### src/hdl/rmc_pkg.sv
/*
 * Constants for the radio mode controller: mode encodings and timing figures.
 * Assumes a 100 MHz reference clock; the cycle counts are derived from it.
 */
package rmc_pkg;

    // ------------------------------------------------------------------
    // Clock and timing
    // ------------------------------------------------------------------
    localparam int CLK_MHZ         = 100;
    localparam int PD2STBY_US      = 150;   // Power down to standby, longest.
    localparam int STBY2ACT_US     = 130;   // Standby to TX or RX, longest.
    localparam int RPD_PERSIST_US  = 40;    // Power detect persistence, least.
    localparam int CE_PULSE_US     = 10;    // Least chip-enable pulse.
    localparam int TX_LIMIT_US     = 4000;  // Longest stay in TX.
    localparam int PD2STBY_CYC     = PD2STBY_US * CLK_MHZ;
    localparam int STBY2ACT_CYC    = STBY2ACT_US * CLK_MHZ;
    localparam int RPD_PERSIST_CYC = RPD_PERSIST_US * CLK_MHZ;
    localparam int CE_PULSE_CYC    = CE_PULSE_US * CLK_MHZ;
    localparam int TX_LIMIT_CYC    = TX_LIMIT_US * CLK_MHZ;
    localparam int CNT_W           = 20;

    // ------------------------------------------------------------------
    // Reset values
    // ------------------------------------------------------------------
    localparam logic RPD_RST = 1'b0;

    // ------------------------------------------------------------------
    // Operating modes
    // ------------------------------------------------------------------
    typedef enum logic [2:0] {
        RMC_POWER_DOWN = 3'b000,
        RMC_PD_SETTLE  = 3'b001,
        RMC_STANDBY_1  = 3'b010,
        RMC_STANDBY_2  = 3'b011,
        RMC_SETTLE     = 3'b100,
        RMC_RX         = 3'b101,
        RMC_TX         = 3'b110
    } rmc_mode_t;

endpackage

### src/hdl/rmc_radio_mode_controller.sv
/*
 * Operating-mode sequencer of the radio core: power down, standby-I,
 * standby_clocked_mode, RX and TX, plus RX packet acceptance and power detect.
 * Assumes all inputs are synchronous to REF_CLK_I and that the packet
 * engine pulses its done and valid strobes for one cycle each.
 */
// What this block does
// - After reset the block settles in power down.
// - Power down keeps register values and SPI access, gated by select.
// - Clearing power_up_bit forces power down from any mode.
// - Setting power_up_bit in power down leads to standby-I.
// - RX needs chip enable; dropping it returns to standby-I, from TX only once the packet ends.
// - Transmitter role, chip enable high, empty TX FIFO gives standby_clocked_mode.
// - In standby_clocked_mode a new packet starts the synthesizer, sent after 130 us.
// - Both standby modes keep registers and keep SPI usable.
// - Power up, receiver role and chip enable all high enter RX.
// - RX accepts only address-matched, CRC-good packets into a free slot.
// - A valid packet is dropped when all RX FIFO slots are full.
// - RX holds until host selects standby-I or power down, or hands over to TX with a payload waiting.
// - Power flag rises after the detector stays high for 40 us.
// - TX needs power up, transmitter role, payload and a 10 us enable pulse; the block takes one enable cycle.
// - TX finishes its packet, then standby-I if enable low, else FIFO decides.
// - With enable high, next packet is sent or standby_clocked_mode entered.
// - With the protocol engine enabled, no single packet keeps TX beyond 4 ms.
// - Enable held high drains the TX FIFO, retries included, while refilled.
// - In standby_clocked_mode transmission starts when SPI select rises after upload.
// - One 10 us enable pulse sends exactly one packet, then standby-I.
// - Standby to TX or RX takes at most 130 us.
// - Switching TX and RX directly takes the same settling time.
// - Power down to standby completes within 150 us.
module rmc_radio_mode_controller #(
    parameter int PD2STBY_CYC  = rmc_pkg::PD2STBY_CYC,
    parameter int STBY2ACT_CYC = rmc_pkg::STBY2ACT_CYC,
    parameter int RPD_CYC      = rmc_pkg::RPD_PERSIST_CYC,
    parameter int TX_LIMIT_CYC = rmc_pkg::TX_LIMIT_CYC
) (
    // Clock and reset.
    input  wire logic REF_CLK_I,
    input  wire logic RST_N_I,
    // Control bits from the microcontroller.
    input  wire logic POWER_UP_BIT_I,
    input  wire logic PRIMARY_RECEIVER_BIT_I,
    input  wire logic RADIO_CHIP_ENABLE_I,
    input  wire logic SPI_SELECT_I,
    input  wire logic AUTO_PROTOCOL_EN_I,
    // FIFO and packet engine status.
    input  wire logic TX_FIFO_EMPTY_I,
    input  wire logic RX_FIFO_FULL_I,
    input  wire logic TX_PACKET_DONE_I,
    input  wire logic RX_PACKET_END_I,
    input  wire logic RX_ADDR_MATCH_I,
    input  wire logic RX_CRC_OK_I,
    input  wire logic RAW_POWER_DETECT_I,
    // Mode and status outputs.
    output logic [2:0] MODE_O,
    output logic       SPI_ENABLE_O,
    output logic       CLK_BUFFERS_ON_O,
    output logic       SYNTH_ON_O,
    output logic       TX_ACTIVE_O,
    output logic       RX_ACTIVE_O,
    output logic       RX_FIFO_WRITE_O,
    output logic       RX_PACKET_DROP_O,
    output logic       RECEIVED_POWER_FLAG_O,
    output logic       TX_TIMEOUT_O
);

    // ------------------------------------------------------------------
    // State and counters
    // ------------------------------------------------------------------
    rmc_pkg::rmc_mode_t mode_reg;
    rmc_pkg::rmc_mode_t mode_next;
    logic                      target_rx_reg;
    logic                      target_rx_next;
    logic [rmc_pkg::CNT_W-1:0] settle_cnt_reg;
    logic [rmc_pkg::CNT_W-1:0] rpd_cnt_reg;
    logic [rmc_pkg::CNT_W-1:0] tx_cnt_reg;
    logic                      select_d_reg;
    logic                      upload_seen_reg;
    logic                      settle_done;
    logic                      tx_limit_hit;
    logic                      go_tx;
    logic                      upload_start;

    // Last cycle of each interval; the counters share one width, sized for the longest.
    localparam logic [rmc_pkg::CNT_W-1:0] PD_LAST  = rmc_pkg::CNT_W'(PD2STBY_CYC - 1);
    localparam logic [rmc_pkg::CNT_W-1:0] ACT_LAST = rmc_pkg::CNT_W'(STBY2ACT_CYC - 1);
    localparam logic [rmc_pkg::CNT_W-1:0] RPD_LAST = rmc_pkg::CNT_W'(RPD_CYC - 1);
    localparam logic [rmc_pkg::CNT_W-1:0] TX_LAST  = rmc_pkg::CNT_W'(TX_LIMIT_CYC - 1);

    // Settling ends on the last cycle of whichever interval applies.
    assign settle_done = (mode_reg == rmc_pkg::RMC_PD_SETTLE && settle_cnt_reg == PD_LAST) ||
                         (mode_reg == rmc_pkg::RMC_SETTLE && settle_cnt_reg == ACT_LAST);
    // The limit guard only acts with the protocol engine on; without it the host owns it.
    assign tx_limit_hit = AUTO_PROTOCOL_EN_I && tx_cnt_reg == TX_LAST;
    // A payload waiting with the transmitter role and chip enable makes a TX request.
    assign go_tx = !PRIMARY_RECEIVER_BIT_I && RADIO_CHIP_ENABLE_I && !TX_FIFO_EMPTY_I;
    // A select rise ends an upload; a FIFO flag that turns on at that same edge still counts,
    // otherwise the rise would be missed and standby_clocked_mode would wait for the next upload.
    assign upload_start = SPI_SELECT_I && !select_d_reg &&
                          (upload_seen_reg || !TX_FIFO_EMPTY_I);

    // ------------------------------------------------------------------
    // Mode sequencing
    // ------------------------------------------------------------------
    // Next-mode decision; power_up_bit low overrides everything else.
    always_comb begin
        mode_next      = mode_reg;
        target_rx_next = target_rx_reg;
        if (!POWER_UP_BIT_I) begin
            mode_next = rmc_pkg::RMC_POWER_DOWN;
        end else begin
            unique case (mode_reg)
                rmc_pkg::RMC_POWER_DOWN: begin
                    mode_next = rmc_pkg::RMC_PD_SETTLE;
                end
                rmc_pkg::RMC_PD_SETTLE: begin
                    if (settle_done) begin
                        mode_next = rmc_pkg::RMC_STANDBY_1;
                    end
                end
                rmc_pkg::RMC_STANDBY_1: begin
                    if (RADIO_CHIP_ENABLE_I && PRIMARY_RECEIVER_BIT_I) begin
                        mode_next      = rmc_pkg::RMC_SETTLE;
                        target_rx_next = 1'b1;
                    end else if (go_tx) begin
                        mode_next      = rmc_pkg::RMC_SETTLE;
                        target_rx_next = 1'b0;
                    end else if (RADIO_CHIP_ENABLE_I && !PRIMARY_RECEIVER_BIT_I) begin
                        mode_next = rmc_pkg::RMC_STANDBY_2;
                    end
                end
                rmc_pkg::RMC_STANDBY_2: begin
                    if (!RADIO_CHIP_ENABLE_I) begin
                        mode_next = rmc_pkg::RMC_STANDBY_1;
                    end else if (PRIMARY_RECEIVER_BIT_I) begin
                        mode_next      = rmc_pkg::RMC_SETTLE;
                        target_rx_next = 1'b1;
                    end else if (upload_start) begin
                        mode_next      = rmc_pkg::RMC_SETTLE;
                        target_rx_next = 1'b0;
                    end
                end
                rmc_pkg::RMC_SETTLE: begin
                    // Toward TX a lost enable is ignored, so a short pulse still sends a packet.
                    if (!RADIO_CHIP_ENABLE_I && target_rx_reg) begin
                        mode_next = rmc_pkg::RMC_STANDBY_1;
                    end else if (settle_done) begin
                        mode_next = target_rx_reg ? rmc_pkg::RMC_RX : rmc_pkg::RMC_TX;
                    end
                end
                rmc_pkg::RMC_RX: begin
                    // Receiving goes on until the host drops enable or hands over to TX.
                    if (!RADIO_CHIP_ENABLE_I) begin
                        mode_next = rmc_pkg::RMC_STANDBY_1;
                    end else if (!PRIMARY_RECEIVER_BIT_I && !TX_FIFO_EMPTY_I) begin
                        mode_next      = rmc_pkg::RMC_SETTLE;
                        target_rx_next = 1'b0;
                    end
                end
                rmc_pkg::RMC_TX: begin
                    // The guard is tested first so that a hung engine cannot hold TX.
                    if (tx_limit_hit) begin
                        mode_next = rmc_pkg::RMC_STANDBY_1;
                    end else if (TX_PACKET_DONE_I) begin
                        if (!RADIO_CHIP_ENABLE_I) begin
                            mode_next = rmc_pkg::RMC_STANDBY_1;
                        end else if (PRIMARY_RECEIVER_BIT_I) begin
                            mode_next      = rmc_pkg::RMC_SETTLE;
                            target_rx_next = 1'b1;
                        end else if (TX_FIFO_EMPTY_I) begin
                            mode_next = rmc_pkg::RMC_STANDBY_2;
                        end
                        // Otherwise stay in TX and send the next packet.
                    end
                end
                default: begin
                    mode_next = rmc_pkg::RMC_POWER_DOWN;
                end
            endcase
        end
    end

    // Mode register; reset lands in power down.
    // The receive target sits beside it so that settling knows where to go.
    always_ff @(posedge REF_CLK_I or negedge RST_N_I) begin
        if (!RST_N_I) begin
            mode_reg      <= rmc_pkg::RMC_POWER_DOWN;
            target_rx_reg <= 1'b0;
        end else begin
            mode_reg      <= mode_next;
            target_rx_reg <= target_rx_next;
        end
    end

    // Settling counter restarts on every change of mode.
    // Only the settle states read it, so its wrap in the steady modes is harmless.
    always_ff @(posedge REF_CLK_I or negedge RST_N_I) begin
        if (!RST_N_I) begin
            settle_cnt_reg <= '0;
        end else if (mode_next != mode_reg) begin
            settle_cnt_reg <= '0;
        end else begin
            settle_cnt_reg <= settle_cnt_reg + 1'b1;
        end
    end

    // Time spent in TX, cleared on every packet boundary and outside TX.
    // It holds at the limit, so the timeout pulse cannot repeat.
    always_ff @(posedge REF_CLK_I or negedge RST_N_I) begin
        if (!RST_N_I) begin
            tx_cnt_reg <= '0;
        end else if (mode_reg != rmc_pkg::RMC_TX || TX_PACKET_DONE_I) begin
            tx_cnt_reg <= '0;
        end else if (!tx_limit_hit) begin
            tx_cnt_reg <= tx_cnt_reg + 1'b1;
        end
    end

    // ------------------------------------------------------------------
    // Standby_clocked_mode upload tracking
    // ------------------------------------------------------------------
    // An upload counts once the FIFO holds data; the select rise then starts it.
    // A select rise with nothing uploaded is ignored, so plain register access starts nothing.
    always_ff @(posedge REF_CLK_I or negedge RST_N_I) begin
        if (!RST_N_I) begin
            select_d_reg    <= 1'b0;
            upload_seen_reg <= 1'b0;
        end else begin
            select_d_reg <= SPI_SELECT_I;
            if (mode_reg != rmc_pkg::RMC_STANDBY_2) begin
                upload_seen_reg <= 1'b0;
            end else if (!TX_FIFO_EMPTY_I) begin
                upload_seen_reg <= 1'b1;
            end
        end
    end

    // ------------------------------------------------------------------
    // RX acceptance and power detect
    // ------------------------------------------------------------------
    // Only a packet finished in RX proper counts; settling accepts nothing.
    // Both pulses share one qualifier and differ only in the full flag, so never both.
    always_ff @(posedge REF_CLK_I or negedge RST_N_I) begin
        if (!RST_N_I) begin
            RX_FIFO_WRITE_O  <= 1'b0;
            RX_PACKET_DROP_O <= 1'b0;
        end else begin
            RX_FIFO_WRITE_O  <= mode_reg == rmc_pkg::RMC_RX && RX_PACKET_END_I &&
                                RX_ADDR_MATCH_I && RX_CRC_OK_I && !RX_FIFO_FULL_I;
            RX_PACKET_DROP_O <= mode_reg == rmc_pkg::RMC_RX && RX_PACKET_END_I &&
                                RX_ADDR_MATCH_I && RX_CRC_OK_I && RX_FIFO_FULL_I;
        end
    end

    // The detector must stay high unbroken; a single low sample restarts the wait.
    // Outside RX the flag keeps its value, so it can still be read after receiving.
    always_ff @(posedge REF_CLK_I or negedge RST_N_I) begin
        if (!RST_N_I) begin
            rpd_cnt_reg           <= '0;
            RECEIVED_POWER_FLAG_O <= rmc_pkg::RPD_RST;
        end else if (mode_reg != rmc_pkg::RMC_RX || !RAW_POWER_DETECT_I) begin
            rpd_cnt_reg <= '0;
            if (mode_reg == rmc_pkg::RMC_RX) begin
                RECEIVED_POWER_FLAG_O <= 1'b0;
            end
        end else if (rpd_cnt_reg == RPD_LAST) begin
            RECEIVED_POWER_FLAG_O <= 1'b1;
        end else begin
            rpd_cnt_reg <= rpd_cnt_reg + 1'b1;
        end
    end

    // ------------------------------------------------------------------
    // Mode outputs
    // ------------------------------------------------------------------
    // Registered from the next mode so outputs track the mode register exactly.
    // Decoding mode_next costs a little logic per output but adds no cycle of lag.
    always_ff @(posedge REF_CLK_I or negedge RST_N_I) begin
        if (!RST_N_I) begin
            MODE_O           <= rmc_pkg::RMC_POWER_DOWN;
            SPI_ENABLE_O     <= 1'b0;
            CLK_BUFFERS_ON_O <= 1'b0;
            SYNTH_ON_O       <= 1'b0;
            TX_ACTIVE_O      <= 1'b0;
            RX_ACTIVE_O      <= 1'b0;
            TX_TIMEOUT_O     <= 1'b0;
        end else begin
            MODE_O           <= mode_next;
            // Registers are never cleared by mode; SPI follows only the select bit.
            SPI_ENABLE_O     <= SPI_SELECT_I;
            CLK_BUFFERS_ON_O <= mode_next == rmc_pkg::RMC_STANDBY_2 ||
                                mode_next == rmc_pkg::RMC_SETTLE ||
                                mode_next == rmc_pkg::RMC_RX ||
                                mode_next == rmc_pkg::RMC_TX;
            SYNTH_ON_O       <= mode_next == rmc_pkg::RMC_SETTLE ||
                                mode_next == rmc_pkg::RMC_RX ||
                                mode_next == rmc_pkg::RMC_TX;
            TX_ACTIVE_O      <= mode_next == rmc_pkg::RMC_TX;
            RX_ACTIVE_O      <= mode_next == rmc_pkg::RMC_RX;
            TX_TIMEOUT_O     <= mode_reg == rmc_pkg::RMC_TX && tx_limit_hit;
        end
    end

endmodule

### config.mk
export PLATFORM = sky130hd
export DESIGN_NAME = rmc_radio_mode_controller
export DESIGN_NICKNAME = d
export VERILOG_FILES = /design/src/hdl/rmc_pkg.sv /design/src/hdl/rmc_radio_mode_controller.sv
export SDC_FILE = /design/constraint.sdc
export NUM_CORES = 1
export LEC_CHECK = 0
export BUFFER_PORTS_ARGS = -buffer_cell sky130_fd_sc_hd__clkbuf_2
export CORE_MARGIN = 4
export CORE_UTILIZATION = 40
export DETAILED_ROUTE_END_ITERATION = 12
export PLACE_DENSITY = 0.67
export SLEW_MARGIN = 20
export SYNTH_ARGS = -nofsm -noshare
export SYNTH_HDL_FRONTEND = slang
export SYNTH_SLANG_ARGS = --single-unit
### constraint.sdc
create_clock -name REF_CLK_I -period 3 [get_ports REF_CLK_I]
set_clock_uncertainty 0.15 [all_clocks]
set_input_delay 0.6 -clock REF_CLK_I [delete_from_list [all_inputs] [get_ports REF_CLK_I]]
set_output_delay 0.6 -clock REF_CLK_I [all_outputs]
set_load 0.005 [all_outputs]
==> out/qor.csv <==
metric;value;unit
root_buffer;clkbuf_8;
rr_worst_depth;8;
ys_top_cells_by_area;dfrtp_1 48%, xor2_1 7.3%, nor2_1 5.6%;
fp-row-count;35;
grt_pass1_wl;13.94;mm
r2r_end;settle_cnt_reg[17];
final_cell_area;0.004352;mm2
synth_area;0.003844;mm2
p_int;1513;uW
crit_path_start;tx_cnt_reg[8];
die-area;0.01124;mm2
initialDrtViolationCount;98;
critPathMaxFanout;20;
cp_slowest_cell;dfrtp_1;
r2r_setup_slack;0.31;ns
io_buffers;25;
holdBufCountCts;0;
slew_violations;0;
synthCells;415;
fmax;372.1;MHz
drc;0;
worst_setup_path_start_kind;flip-flop;
fin_crit;2.688;ns
timing.critical_path.slowest_cell_delay;0.44;ns
path_class;reg -> reg;
synth_common_cells;74 x dfrtp_1, 57 x nor2_1, 33 x nand2_1;
core;0.009284;mm2
crit_chain;nor4bb_1 -> and4_1 -> nand2_1 -> a32oi_1 -> o211a_1 -> o22ai_1 -> buf_4 -> nor3_1;
ant_nets;0;
finalHoldViolations;0;
dpl_cell_area;0.004135;mm2
grt_max_degree;75;
nFillCells;907;
power_frac_comb;3.9;%
die_x;106.0;um
yosys.area_share.simple;28.19;%
worst_setup_path_endpoint;settle_cnt_reg[17];
initial_utilization;41.40;%
ir_drop;0.2330;mV
wirelength;7.924;mm
cts_tree;built;
synth_top_area_share;48.18;%
wl_per_cell;13.73;um
power_density;442.8;mW/mm2
drive_gt1_share;12.28;%
finalSetupViolCount;0;
path_clk_slew;0.08;ns
grt_overflow;0;
rsz0062_at_grt;no;
fp.dieH;106.0;um
ioPinCount;26;
htreeDepth;3;
yosysSeqAreaShare;48.18;%
synth_cell_types;47;
cp.required;3.10;ns
async_reset_ff_share;100.0;%
vias;3074;
cts_resized;0;
cap_violations;0;
place.gp.congestion;0.8813;
clk_latency;0.35;ns
viasPerCell;5.328;
relSlewSlack;38.61;%
post-route-period-util;89.59;%
dpl.hpwl;5.436;mm
status;finished, final reports clean;
yosys_warnings;0;
grt_pass1_vias;3040;
sw_frac_of_total;21.47;%
synth_compound_area_share;7.878;%
endpoint_kind;flip-flop;
holdCritPathClass;in -> reg;
power_switching;413.7;uW
arrival;2.79;ns
nNetsFinal;461;
final.setup.tns;0;ns
synthAdderAreaFrac;0.9766;%
n_antenna_cell;0;
leakagePower;0.001826;uW
synthMuxAreaShare;0.2604;%
cts_buffers;9;
synth_top_area_cell;dfrtp_1;
area_growth;13.22;%
clockBufferDepth;2;
synth_ff_type;dfrtp_1;
dr.pass1.iters;4;
synth.avg_cell_area;9.262;um2
groute.usage.overall;15.19;%
clock_power_share;43.6;%
synth_top_family_by_area;simple AND/OR/NAND/NOR gates;
synth_seq_cells;74;
clock_sinks;74;
synth_xor_area_share;11.62;%
synth-edff-count;0;
seq_area;0.001852;mm2
yosysMostFrequentCell;dfrtp_1;
r2r-start;tx_cnt_reg[8];
multiInputGateArea;0.001886;mm2
tightest_slew;0.9208;ns
seqPwrFrac;52.5;%
cts_setup_buffers;0;
antenna_found_initial;0;
synthesis.nets;432;
[kinds of logic after synthesis]
| group | Yosys count |
|---|---|
| AO/OA/AOI/OAI | 45 |
| XOR/XNOR | 51 |
| adder cells (fa/ha/maj) | 3 |
| buffers and inverters | 28 |
| flip-flops | 74 |
| multiplexers | 1 |
| AND/OR/NAND/NOR | 213 |
[final cells by class]
type / count / area share, %
multi-input combinational: 313 / 43.33
clock inverter: 5 / 1.811
timing repair buffer: 33 / 4.313
clock buffer: 10 / 3.163
sequential: 74 / 42.55
tap: 129 / 3.709
inverter: 13 / 1.121
[power groups by stage]
stage | logic, uW | clock network, uW | registers, uW
after floorplan | 34.4 | 0 | 1030
after global placement | 74.8 | 0 | 1030
after detailed placement | 77.1 | 0 | 1030
after CTS | 77.8 | 871 | 1010
after global routing | 88.4 | 921 | 1010
final | 75.6 | 839 | 1010
[stage by stage]
step | utilization (%) | hold slack (ns) | cells | worst slack [ns] | power [uW]
5_1_grt | 46.87 | 0.1912 | 577 | 0.07347 | 2022
3_5_place_dp | 44.54 | 0.3198 | 562 | 0.2553 | 1109
3_3_place_gp | 44.54 | 0.3120 | 562 | 0.3262 | 1106
4_1_cts | 46.87 | 0.1980 | 577 | 0.3121 | 1961
2_1_floorplan | - | 0.1544 | 415 | 0.5086 | 1065
6_report | 46.87 | 0.2212 | 577 | 0.3122 | 1927
[worst min-delay path by stage]
stage,startpoint,endpoint,slack [ns],depth (start not counted)
final,SPI_SELECT_I,SPI_ENABLE_O,0.22,1
after global routing,SPI_SELECT_I,SPI_ENABLE_O,0.19,1
after CTS,SPI_SELECT_I,SPI_ENABLE_O,0.20,1
after detailed placement,settle_cnt_reg[0],settle_cnt_reg[0],0.32,1
after global placement,settle_cnt_reg[0],settle_cnt_reg[0],0.31,1
after floorplan,RST_N_I,CLK_BUFFERS_ON_O,0.15,0
[layout by cell type (no fill, tap or decap), drive strengths merged, types with 10 or more instances in the layout]
cell and count:
clkbuf 34, nand2 33, a21oi 13, nand3 24, nor2 58, nand4 18
xnor2 19, o21ai 10, inv 12, nor3 32, xor2 32, and3 12
dfrtp 74
[critical path: cells and delay by family, from the launching register on]
kind / cells / cell delay [ns]
AND/OR/NAND/NOR: 4 / 1.11
flip-flops: 1 / 0.44
AO/OA/AOI/OAI: 3 / 0.67
buffers and inverters: 1 / 0.22
[routing by layer]
layer | share of wire (%) | wire [um] | GRT usage, % | vias up
met5 | 0 | 0 | 0 | -
met4 | 1.7 | 136 | 4.810 | 0
met3 | 4.3 | 344 | 4.797 | 11
met2 | 48 | 3815 | 24.95 | 64
met1 | 46 | 3628 | 19.09 | 1483
li1 | - | - | - | 1516
No activity file was read; power rests on OpenSTA's default activity.
